**src/core/adcs_pkg.sv**
```systemverilog
/*
 * Constants, register map, field layout and carrier types of the
 * converter sequencer. Assumes a 32-bit classic Wishbone register bus
 * with byte addresses and a successive approximation core outside.
 */
package adcs_pkg;
    // ------------------------------------------------------------------
    // register byte offsets
    // ------------------------------------------------------------------
    localparam logic [7:0] OFF_STATUS_CONTROL_1   = 8'h00;
    localparam logic [7:0] OFF_STATUS_CONTROL_2   = 8'h04;
    localparam logic [7:0] OFF_RESULT_HIGH        = 8'h08;
    localparam logic [7:0] OFF_RESULT_LOW         = 8'h0C;
    localparam logic [7:0] OFF_COMPARE_VALUE_HIGH = 8'h10;
    localparam logic [7:0] OFF_COMPARE_VALUE_LOW  = 8'h14;
    localparam logic [7:0] OFF_CONFIGURATION_REG  = 8'h18;
    localparam logic [7:0] OFF_ANALOG_PIN_DIS_3   = 8'h1C;
    // ------------------------------------------------------------------
    // field positions
    // ------------------------------------------------------------------
    localparam int SC1_CONVERSION_COMPLETE_FLAG_BIT   = 7;
    localparam int SC1_IRQEN_BIT  = 6;
    localparam int SC1_CONT_BIT   = 5;
    localparam int SC2_ACTIVE_BIT = 7;
    localparam int SC2_HWSEL_BIT  = 6;
    localparam int SC2_CMPEN_BIT  = 5;
    localparam int SC2_CMPGT_BIT  = 4;
    localparam int CFG_DIV_LSB    = 5;
    localparam int CFG_MODE_LSB   = 2;
    localparam int CFG_CLK_LSB    = 0;
    // ------------------------------------------------------------------
    // encodings and reset values
    // ------------------------------------------------------------------
    localparam logic [4:0] CHAN_ALL_ONES  = 5'h1F;
    localparam logic [4:0] CHAN_RESET     = 5'h1F;
    localparam logic [1:0] CLK_BUS        = 2'h0;
    localparam logic [1:0] CLK_BUS_HALF   = 2'h1;
    localparam logic [1:0] CLK_ALTERNATE  = 2'h2;
    localparam logic [1:0] CLK_ASYNC      = 2'h3;
    localparam logic [1:0] DIV_RESET      = 2'h0;
    localparam logic [1:0] MODE_8BIT      = 2'h0;
    localparam logic [1:0] MODE_10BIT     = 2'h2;
    localparam logic [7:0] PIN_DIS_RESET  = 8'h00;
    localparam logic [9:0] RESULT_RESET   = 10'h000;
    localparam logic [9:0] MAX_10BIT      = 10'h3FF;
    localparam logic [9:0] MAX_8BIT       = 10'h0FF;

    typedef enum logic {ST_IDLE, ST_CONV} adcs_state_t;

    // request to the analog core
    typedef struct packed {
        logic        enable;
        logic        start;
        logic        abort;
        logic        tick;
        logic        asyncRun;
        logic        mode10;
        logic [4:0]  channel;
    } adcs_core_req_t;

    // answer from the analog core
    typedef struct packed {
        logic        done;
        logic [10:0] raw;
    } adcs_core_rsp_t;
endpackage

```
**src/core/adcs_sequencer.sv**
```systemverilog
/*
 * Converter sequencer: register file on classic Wishbone, start logic,
 * clock select and divide, rounding, compare, blocking and pin control.
 * Assumes the analog core answers on ref_clk and that pins, the
 * alternate clock, the asynchronous clock and the trigger are
 * asynchronous to ref_clk.
 */
// Added by the designer: the Wishbone interface to the registers and the placing of the registers.
// What this block does
// (RQ1) pin disable 3 bits 7..0 isolate channels 23..16 when set
// (RQ2) set bit forces pin output off and its pullup off
// (RQ3) set bit disables pin input; port read of it returns zero
// (RQ4) converter off in reset and when channel select is all ones
// (RQ5) converter idles at lowest power between conversions
// (RQ6) 10-bit mode rounds 11-bit raw to 10 bits, high and low
// (RQ7) 8-bit mode rounds 9-bit raw to 8 bits, low register only
// (RQ8) result transfer sets complete flag; interrupt if enabled then
// (RQ9) compare enable compares every result, in all modes
// (RQ10) clock select picks bus, half bus, alternate or async; bus at reset
// (RQ11) selected source divided by 1, 2, 4 or 8
// (RQ12) async clock keeps running in wait and stop3 when selected
// (RQ13) trigger select set: rising trigger edge starts a conversion
// (RQ14) trigger edge during a conversion is ignored
// (RQ15) with continuous mode only the first trigger edge counts
// (RQ16) software mode: write to control 1, channel not all ones, starts
// (RQ17) continuous mode restarts after each transfer until aborted
// (RQ18) 10-bit: after high read, before low read, transfers are dropped
// (RQ19) a dropped transfer starts another conversion in any mode
// (RQ20) single, compare on, compare false: stop, no further conversion
// (RQ21) software waits for completion before reading results
// (RQ22) clock select codes 00 bus, 01 half, 10 alternate, 11 async
// (RQ23) divide codes 00 by 1, 01 by 2, 10 by 4, 11 by 8
// (RQ24) mode 00 is 8-bit, 10 is 10-bit; 01 and 11 reserved
// (RQ25) write to control 2, config or compare aborts; results kept
// (RQ26) trigger synchronised before edge detection, each edge once
`timescale 1ns/10ps
module adcs_sequencer (
    input  wire logic                    ref_clk,
    input  wire logic                    rst_b,
    input  wire logic                    wb_cyc_i,
    input  wire logic                    wb_stb_i,
    input  wire logic                    wb_we_i,
    input  wire logic [7:0]              wb_adr_i,
    input  wire logic [3:0]              wb_sel_i,
    input  wire logic [31:0]             wb_dat_i,
    output logic      [31:0]             wb_dat_o,
    output logic                         wb_ack_o,
    input  wire logic                    hw_trigger_input,
    input  wire logic                    alternate_clock,
    input  wire logic                    async_conv_clock,
    input  wire logic                    stopMode,
    output adcs_pkg::adcs_core_req_t     coreReq,
    input  wire adcs_pkg::adcs_core_rsp_t coreRsp,
    output logic                         convIrq,
    input  wire logic [7:0]              portOut,
    input  wire logic [7:0]              portOe,
    input  wire logic [7:0]              portPullEn,
    input  wire logic [7:0]              padIn,
    output logic      [7:0]              padOut,
    output logic      [7:0]              padOe,
    output logic      [7:0]              padPullEn,
    output logic      [7:0]              portRead
);
    import adcs_pkg::*;

    // ------------------------------------------------------------------
    // state
    // ------------------------------------------------------------------
    adcs_state_t    state, next_state;
    adcs_core_req_t next_coreReq;
    logic        irqEn, contEn, hwSel, cmpEn, cmpGt, conversion_complete_flag, blockPend;
    logic        next_irqEn, next_contEn, next_hwSel, next_cmpEn;
    logic        next_cmpGt, next_conversion_complete_flag, next_blockPend, next_convIrq;
    logic [4:0]  chanSel, next_chanSel;
    logic [1:0]  divSel, modeSel, clkSel;
    logic [1:0]  next_divSel, next_modeSel, next_clkSel;
    logic [9:0]  cmpVal, resVal, next_cmpVal, next_resVal;
    logic [7:0]  pinDis, next_pinDis, next_portRead;
    logic [10:0] syncA, syncB, next_syncA, next_syncB;
    logic [2:0]  syncPrev, next_syncPrev;
    logic [2:0]  divCnt, next_divCnt;
    logic        halfTgl, next_halfTgl;
    logic [31:0] next_wbDat;
    logic        next_wbAck;

    // ------------------------------------------------------------------
    // combinational helpers
    // ------------------------------------------------------------------
    logic        busReq, wrAck, rdAck, chanOk, mode10, hwRise;
    logic        srcTick, kill, go, transfer, pass, blocked, restart;
    logic [2:0]  divMask;
    logic [11:0] sum10;
    logic [9:0]  sum8, rounded, cmpRef, diff;
    logic        cmpCond;

    assign busReq = wb_cyc_i & wb_stb_i;
    assign wrAck  = busReq & wb_ack_o & wb_we_i & wb_sel_i[0];
    assign rdAck  = busReq & wb_ack_o & ~wb_we_i;
    assign chanOk = (chanSel != CHAN_ALL_ONES);
    assign mode10 = (modeSel == MODE_10BIT);
    // edge seen on second stage against its own delayed copy
    assign hwRise = syncB[2] & ~syncPrev[2];
    // pins isolated by pin disable bits
    assign padOut    = portOut;
    assign padOe     = portOe & ~pinDis;                    // see RQ2
    assign padPullEn = portPullEn & ~pinDis;                // see RQ2

    // ------------------------------------------------------------------
    // rounding and compare
    // ------------------------------------------------------------------
    always_comb begin
        sum10 = {1'b0, coreRsp.raw} + 12'h001;
        sum8  = {1'b0, coreRsp.raw[8:0]} + 10'h001;
        if (mode10) begin
            rounded = sum10[11] ? MAX_10BIT : sum10[10:1];  // see RQ6
        end else begin
            rounded = sum8[9] ? MAX_8BIT : {1'b0, sum8[9:1]}; // see RQ7
        end
        cmpRef  = mode10 ? cmpVal : {2'h0, cmpVal[7:0]};
        diff    = rounded - cmpRef;
        cmpCond = cmpGt ? (rounded >= cmpRef) : (rounded < cmpRef);
        pass    = ~cmpEn | cmpCond;                         // see RQ9
        blocked = mode10 & blockPend;                       // see RQ18
    end

    // ------------------------------------------------------------------
    // conversion clock source and divider
    // ------------------------------------------------------------------
    always_comb begin
        unique case (clkSel)                                // see RQ22
            CLK_BUS:       srcTick = 1'b1;
            CLK_BUS_HALF:  srcTick = halfTgl;
            CLK_ALTERNATE: srcTick = syncB[1] & ~syncPrev[1];
            CLK_ASYNC:     srcTick = syncB[0] & ~syncPrev[0];
        endcase
        unique case (divSel)                                // see RQ23
            2'h0: divMask = 3'h0;
            2'h1: divMask = 3'h1;
            2'h2: divMask = 3'h3;
            2'h3: divMask = 3'h7;
        endcase
    end

    // ------------------------------------------------------------------
    // next state
    // ------------------------------------------------------------------
    always_comb begin
        next_state     = state;
        next_irqEn     = irqEn;
        next_contEn    = contEn;
        next_chanSel   = chanSel;
        next_hwSel     = hwSel;
        next_cmpEn     = cmpEn;
        next_cmpGt     = cmpGt;
        next_divSel    = divSel;
        next_modeSel   = modeSel;
        next_clkSel    = clkSel;
        next_cmpVal    = cmpVal;
        next_resVal    = resVal;
        next_pinDis    = pinDis;
        next_conversion_complete_flag      = conversion_complete_flag;
        next_blockPend = blockPend;
        kill           = 1'b0;
        go             = 1'b0;
        transfer       = 1'b0;
        restart        = 1'b0;
        // synchronisers: pads, trigger, alternate, async clock
        next_syncA     = {padIn, hw_trigger_input, alternate_clock,
                          async_conv_clock};                // see RQ26
        next_syncB     = syncA;
        next_syncPrev  = syncB[2:0];
        next_portRead  = syncB[10:3] & ~pinDis;             // see RQ3
        next_halfTgl   = ~halfTgl;
        next_divCnt    = srcTick ? divCnt + 3'h1 : divCnt;  // see RQ11
        // register writes
        if (wrAck) begin
            unique case (wb_adr_i)
                OFF_STATUS_CONTROL_1: begin
                    next_irqEn   = wb_dat_i[SC1_IRQEN_BIT];
                    next_contEn  = wb_dat_i[SC1_CONT_BIT];
                    next_chanSel = wb_dat_i[4:0];
                    next_conversion_complete_flag    = 1'b0;
                    kill         = 1'b1;
                    go = ~hwSel & (wb_dat_i[4:0] != CHAN_ALL_ONES); // see RQ16
                end
                OFF_STATUS_CONTROL_2: begin
                    next_hwSel = wb_dat_i[SC2_HWSEL_BIT];
                    next_cmpEn = wb_dat_i[SC2_CMPEN_BIT];
                    next_cmpGt = wb_dat_i[SC2_CMPGT_BIT];
                    kill       = 1'b1;                      // see RQ25
                end
                OFF_CONFIGURATION_REG: begin
                    next_divSel  = wb_dat_i[CFG_DIV_LSB +: 2];
                    next_modeSel = wb_dat_i[CFG_MODE_LSB +: 2]; // see RQ24
                    next_clkSel  = wb_dat_i[CFG_CLK_LSB +: 2];  // see RQ10
                    kill         = 1'b1;                    // see RQ25
                end
                OFF_COMPARE_VALUE_HIGH: begin
                    next_cmpVal[9:8] = wb_dat_i[1:0];
                    kill             = 1'b1;                // see RQ25
                end
                OFF_COMPARE_VALUE_LOW: begin
                    next_cmpVal[7:0] = wb_dat_i[7:0];
                    kill             = 1'b1;                // see RQ25
                end
                OFF_ANALOG_PIN_DIS_3: begin
                    next_pinDis = wb_dat_i[7:0];            // see RQ1
                end
                default: begin
                end
            endcase
        end
        // result reads arm and release the overwrite block
        if (rdAck && wb_adr_i == OFF_RESULT_HIGH && mode10) begin
            next_blockPend = 1'b1;                          // see RQ18
        end
        if (rdAck && wb_adr_i == OFF_RESULT_LOW) begin
            next_blockPend = 1'b0;
            next_conversion_complete_flag      = 1'b0;
        end
        // stop without async source, or disabled channel, ends activity
        if ((stopMode && clkSel != CLK_ASYNC) ||
            next_chanSel == CHAN_ALL_ONES) begin
            kill = 1'b1;                                    // see RQ4
            go   = 1'b0;
        end
        // trigger edge only counts while idle
        if (hwSel && hwRise && state == ST_IDLE && chanOk && !kill) begin
            go = 1'b1;                                      // see RQ13 RQ14 RQ15
        end
        if (kill) begin
            next_state = ST_IDLE;
        end
        if (go) begin
            next_state = ST_CONV;
        end else if (!kill && state == ST_CONV && coreRsp.done) begin
            if (pass && !blocked) begin
                transfer = 1'b1;                            // see RQ8
                restart  = contEn;                          // see RQ17
            end else if (!pass) begin
                restart  = contEn;                          // see RQ20
            end else begin
                restart  = 1'b1;                            // see RQ19
            end
            next_state = restart ? ST_CONV : ST_IDLE;       // see RQ5
        end
        if (transfer) begin
            if (mode10) begin
                next_resVal = cmpEn ? diff : rounded;       // see RQ6
            end else begin
                next_resVal[7:0] = cmpEn ? diff[7:0] : rounded[7:0]; // see RQ7
            end
            next_conversion_complete_flag = 1'b1;                               // see RQ8
        end
        // control outputs to the analog core
        next_coreReq.enable   = (next_chanSel != CHAN_ALL_ONES); // see RQ4
        next_coreReq.start    = go | restart;
        next_coreReq.abort    = kill & (state == ST_CONV);
        next_coreReq.tick     = srcTick & ((divCnt & divMask) == divMask);
        next_coreReq.asyncRun = (clkSel == CLK_ASYNC) &&
                                (next_state == ST_CONV);    // see RQ12
        next_coreReq.mode10   = mode10;
        next_coreReq.channel  = next_chanSel;
        next_convIrq          = next_conversion_complete_flag & next_irqEn;     // see RQ8
        // bus answer one cycle after the request
        next_wbAck = busReq & ~wb_ack_o;
        next_wbDat = 32'h0000_0000;
        unique case (wb_adr_i)
            OFF_STATUS_CONTROL_1:
                next_wbDat[7:0] = {conversion_complete_flag, irqEn, contEn, chanSel};
            OFF_STATUS_CONTROL_2:
                next_wbDat[7:0] = {state == ST_CONV, hwSel, cmpEn,
                                   cmpGt, 4'h0};
            OFF_RESULT_HIGH:        next_wbDat[1:0] = resVal[9:8];
            OFF_RESULT_LOW:         next_wbDat[7:0] = resVal[7:0];
            OFF_COMPARE_VALUE_HIGH: next_wbDat[1:0] = cmpVal[9:8];
            OFF_COMPARE_VALUE_LOW:  next_wbDat[7:0] = cmpVal[7:0];
            OFF_CONFIGURATION_REG:
                next_wbDat[7:0] = {1'b0, divSel, 1'b0, modeSel, clkSel};
            OFF_ANALOG_PIN_DIS_3:   next_wbDat[7:0] = pinDis;
            default:                next_wbDat = 32'h0000_0000;
        endcase
    end

    // ------------------------------------------------------------------
    // registers
    // ------------------------------------------------------------------
    always_ff @(posedge ref_clk or negedge rst_b) begin
        if (!rst_b) begin
            state     <= ST_IDLE;
            coreReq   <= '0;
            irqEn     <= 1'b0;
            contEn    <= 1'b0;
            chanSel   <= CHAN_RESET;
            hwSel     <= 1'b0;
            cmpEn     <= 1'b0;
            cmpGt     <= 1'b0;
            divSel    <= DIV_RESET;
            modeSel   <= MODE_8BIT;
            clkSel    <= CLK_BUS;
            cmpVal    <= RESULT_RESET;
            resVal    <= RESULT_RESET;
            pinDis    <= PIN_DIS_RESET;
            conversion_complete_flag      <= 1'b0;
            blockPend <= 1'b0;
            convIrq   <= 1'b0;
            syncA     <= '0;
            syncB     <= '0;
            syncPrev  <= '0;
            portRead  <= '0;
            divCnt    <= '0;
            halfTgl   <= 1'b0;
            wb_ack_o  <= 1'b0;
            wb_dat_o  <= '0;
        end else begin
            state     <= next_state;
            coreReq   <= next_coreReq;
            irqEn     <= next_irqEn;
            contEn    <= next_contEn;
            chanSel   <= next_chanSel;
            hwSel     <= next_hwSel;
            cmpEn     <= next_cmpEn;
            cmpGt     <= next_cmpGt;
            divSel    <= next_divSel;
            modeSel   <= next_modeSel;
            clkSel    <= next_clkSel;
            cmpVal    <= next_cmpVal;
            resVal    <= next_resVal;
            pinDis    <= next_pinDis;
            conversion_complete_flag      <= next_conversion_complete_flag;
            blockPend <= next_blockPend;
            convIrq   <= next_convIrq;
            syncA     <= next_syncA;
            syncB     <= next_syncB;
            syncPrev  <= next_syncPrev;
            portRead  <= next_portRead;
            divCnt    <= next_divCnt;
            halfTgl   <= next_halfTgl;
            wb_ack_o  <= next_wbAck;
            wb_dat_o  <= next_wbDat;
        end
    end

    // ------------------------------------------------------------------
    // checks
    // ------------------------------------------------------------------
    a_pin_output_off: assert property (@(posedge ref_clk) disable iff (!rst_b)
        (padOe & pinDis) == 8'h00 && (padPullEn & pinDis) == 8'h00)
        else $error("disabled pin still driven or pulled"); // see RQ2
    a_port_read_zero: assert property (@(posedge ref_clk) disable iff (!rst_b)
        ##1 (portRead & $past(pinDis)) == 8'h00)
        else $error("disabled pin reads nonzero");           // see RQ3
    a_no_start_off: assert property (@(posedge ref_clk) disable iff (!rst_b)
        next_chanSel == CHAN_ALL_ONES |=> !coreReq.start && state == ST_IDLE)
        else $error("conversion started while disabled");    // see RQ4
    a_flag_on_xfer: assert property (@(posedge ref_clk) disable iff (!rst_b)
        transfer |=> conversion_complete_flag && (convIrq == irqEn))
        else $error("transfer did not set flag or irq");     // see RQ8
    a_sw_start_go: assert property (@(posedge ref_clk) disable iff (!rst_b)
        wrAck && wb_adr_i == OFF_STATUS_CONTROL_1 && !hwSel && !stopMode
        && chanOk && wb_dat_i[4:0] != CHAN_ALL_ONES
        |=> coreReq.start && state == ST_CONV)
        else $error("software write did not start");         // see RQ16
    a_hw_edge_drop: assert property (@(posedge ref_clk) disable iff (!rst_b)
        hwRise && state == ST_CONV && !wrAck && !coreRsp.done
        |=> !coreReq.start)
        else $error("trigger edge restarted conversion");    // see RQ14
    a_block_keeps: assert property (@(posedge ref_clk) disable iff (!rst_b)
        state == ST_CONV && coreRsp.done && blocked && pass && !kill && !go
        |=> $stable(resVal) && coreReq.start)
        else $error("blocked result overwrote or stopped");  // see RQ18
    a_abort_keeps: assert property (@(posedge ref_clk) disable iff (!rst_b)
        wrAck && wb_adr_i == OFF_CONFIGURATION_REG && state == ST_CONV
        |=> state == ST_IDLE && $stable(resVal) && coreReq.abort)
        else $error("config write did not abort cleanly");   // see RQ25
    a_single_stop: assert property (@(posedge ref_clk) disable iff (!rst_b)
        state == ST_CONV && coreRsp.done && cmpEn && !cmpCond && !contEn
        && !kill && !go |=> state == ST_IDLE && !coreReq.start)
        else $error("false compare single did not stop");    // see RQ20
endmodule
```
**config.mk**
```make
export PLATFORM = sky130hd
export DESIGN_NAME = adcs_sequencer
export DESIGN_NICKNAME = d
export VERILOG_FILES = /design/src/core/adcs_pkg.sv /design/src/core/adcs_sequencer.sv
export SDC_FILE = /design/constraint.sdc
export NUM_CORES = 1
export LEC_CHECK = 0
export BUFFER_PORTS_ARGS = -buffer_cell sky130_fd_sc_hd__buf_2
export CORE_MARGIN = 10
export CORE_UTILIZATION = 48
export CTS_BUF_LIST = sky130_fd_sc_hd__clkbuf_8
export CTS_CLUSTER_SIZE = 28
export DETAILED_ROUTE_END_ITERATION = 8
export MAX_ROUTING_LAYER = met4
export PLACE_DENSITY = 0.76
export SYNTH_ARGS = -nofsm -noshare
export SYNTH_HDL_FRONTEND = slang
export SYNTH_SLANG_ARGS = --single-unit
```
**constraint.sdc**
```tcl
create_clock -name ref_clk -period 3.63 [get_ports ref_clk]
set_input_delay 0.726 -clock ref_clk [delete_from_list [all_inputs] [get_ports ref_clk]]
set_output_delay 0.726 -clock ref_clk [all_outputs]
set_load 0.02 [all_outputs]
```
==> metrics.txt <==
delay-heaviest family, CP=compound AO/OA/AOI/OAI gates; Overflow after GRT=0; drt initial violations=231; grt met2 use=29.86%; Post-Syn Area=0.005379 mm²; IO buf count=106; largest net degree at the start of global routing=63; met1 Use GR=21.14%; Skew-Pair Late Insertion Delay=0.37 ns; slowest stage delay, CP=0.48 ns; vias in the first global route=4,487; crit path kind=reg -> reg; DR pass1 iterations=4; # Post-CTS Setup Buffers=0; Ys Warns=0; vias post-DR=4,142; Detailed Place HPWL=11.02 mm; Worst Path Required=3.90 ns; Crit Path Max Fanout=5; CP arrival=3.71 ns; htree depth=3; Worst-Margin Slew=0.8001 ns; Hold Crit Class=reg -> reg; Routed WL per cell=18.12 µm; GRT Resource Usage Total=17.97%; run status=finished clean; WHS=0.3568 ns; startpoint class of the critical path=flip-flop; CTS Buffer Depth=2; CTS tree=built; Resized Gates After CTS=2; grt met3 use=3.733%; initial antenna violation count=0; Overall Power=0.002209 W; element type at the critical path end=flip-flop; slew margin rel.=46.66%; flops & latches, synth=105; top_reg_cell synth=dfrtp_1; most used cell along the critical path=mux2_2; CTS sink cnt=105; Critical Path, Cell by Cell=nand2b_2 -> o21ai_1 -> o21ai_0 -> mux2_2 -> ha_1 -> nor2_1 -> a211oi_2 -> o311ai_0 -> a21oi_1 -> buf_4 -> nand4_1 -> mux2_2; fmax=290.6 MHz; Core Region=0.01089 mm²; Starting Density=49.40%; Vias/cell=5.338; Synth Area per Inst=10.91 µm²; post-synth cell types=68; DIE WIDTH=125.9 µm; Final nets=741; RD Place Congestion=0.9579; Seq/Total Area, Yosys=48.96%; RSZ-0062 raised after global routing=no; row cnt=38; ratio of cells with drive above 1 in the final layout=35.69%; FFs w/ async S/R, synth=100.0%; Die H=125.9 µm; Post-synth EDFFs=0; most frequent cells in the layout=105 x buf_2, 100 x dfrtp_1, 46 x nand2_1, 40 x buf_4, 36 x mux2_2; Leakage=3.185 nW; Final Critical Period=3.441 ns; leading cell type in the layout, fill and taps excluded=buf_2; Top Ports=174; Final Hold Viols=0; busiest layer in global routing=met2; Fillers=945; Mapped Cells=493; DR DRC count=0; clk root buf=clkbuf_8; Worst-path clk slew=0.10 ns; first-pass GRT wire length=22.71 mm; final antenna-violating net count=0; Worst Skew=0.01072 ns; hold-fix buffers at CTS=0; Util after Layout=58.61%; Final Cycle Share=94.81%; Reg2Reg Setup Slack=0.19 ns; CTS Buf Count=9; Finish-stage setup viols=0; Layout Area Growth over Synthesis=18.63%; die area=0.01584 mm²; Max Cap Viol=0; fin. max-slew vios=0; Worst Path Buf+Inv=1; maximum vdd drop=257.2 µV; Pwr Density=346.2 mW/mm²; ANT cells=0; CP max-delay cell=o311ai_0; final WL=14.06 mm
==> cell type report <==
type,instances,area (µm²),share of cell area [%]
clock buffer,10,137.6,2.157
clock inverter,6,55.05,0.8627
inverter,20,75.07,1.176
multi-input combinational,349,2459,38.53
sequential,105,2634,41.27
tap,140,175.2,2.745
timing repair buffer,146,845.8,13.25
==> state kept, by name, indices dropped and copies added (netlist names), 3 cells and up <==
name	cells
portRead	8
wb_dat_o	8
divCnt	3
resVal	10
coreReq	11
next_syncB	11
syncPrev	3
chanSel	5
pinDis	8
cmpVal	10
syncB	11
==> cells by family (layout without fill, tap and decap cells) <==
kind of cell	Yosys count	after routing	share of synthesized area, %
and+or+nand+nor	167	167	16.31
DFF	105	105	48.96
AOI/OAI and AO/OA	80	80	10.44
buffers and inverters	62	182	7.164
muxes	58	58	12.75
adders and majority gates	13	13	3.163
xor gates and xnor gates	7	7	1.140
other	1	24	0.06972
==> path summary, 6_finish.rpt <==
check	startpoint	end	depth (start not counted)
min in group asynchronous	rst_b	next_syncB[3]	1
max	modeSel[0]	resVal[9]	12
max in group asynchronous	rst_b	contEn	2
min	next_syncB[4]	syncB[4]	0
max reg2reg	modeSel[0]	resVal[9]	12
min reg2reg	next_syncB[4]	syncB[4]	0
==> cells in the mapped netlist, drive strengths merged, types with 2 or more instances <==
master | number | share of area (%)
o21ai | 10 | 0.93
nor4 | 3 | 0.63
a31oi | 9 | 1.0
xnor2 | 5 | 0.81
o22a | 4 | 0.65
a21oi | 16 | 1.5
a41oi | 2 | 0.33
and2 | 2 | 0.23
o211a | 2 | 0.51
mux2 | 43 | 9.5
a22o | 2 | 0.33
a221o | 2 | 0.37
nor2b | 24 | 2.8
nor2 | 33 | 2.5
dfrtp | 100 | 47
nor3 | 9 | 0.84
nand3 | 16 | 1.5
mux2i | 13 | 2.4
xor2 | 2 | 0.33
or4 | 5 | 0.77
o21a | 3 | 0.42
a21boi | 4 | 0.56
clkbuf | 3 | 0.21
ha | 12 | 2.8
dfstp | 5 | 2.4
o22ai | 5 | 0.58
a211oi | 9 | 1.3
mux4 | 2 | 0.84
and3 | 10 | 1.3
nand2 | 46 | 3.2
nor3b | 2 | 0.28
inv | 19 | 1.3
a311oi | 2 | 0.33
buf | 39 | 5.6
or2 | 3 | 0.35
nand2b | 4 | 0.47
nand4 | 7 | 1.0
==> report_power, final <==
group          internal (W)  switching, W  leakage [nW]
Clock              0.000276      0.000414        0.0952
Sequential          0.00120     0.0000164          1.35
Combinational      0.000121      0.000180          1.74
Total               0.00160      0.000611          3.19
==> through the flow <==
step	setup WS (ns)	area, µm²	TNS (ns)	cells
floorplan	0.03590	5465	0	516
finish	0.1886	6381	0	776
global placement	-0.2229	6176	-2.370	760
CTS	0.06859	6374	0	776
global route	0.01243	6381	0	776
detailed placement	-0.3200	6176	-3.607	760
==> per-layer routing <==
metal  part of all wire, %  vias to the layer above
li1                      -                     1973
met1                    42                     2016
met2                    51                      137
met3                   6.4                       16
met4                   1.5                        0
met5                     0                        -
Note: power is estimated with default switching activity, not from simulation.
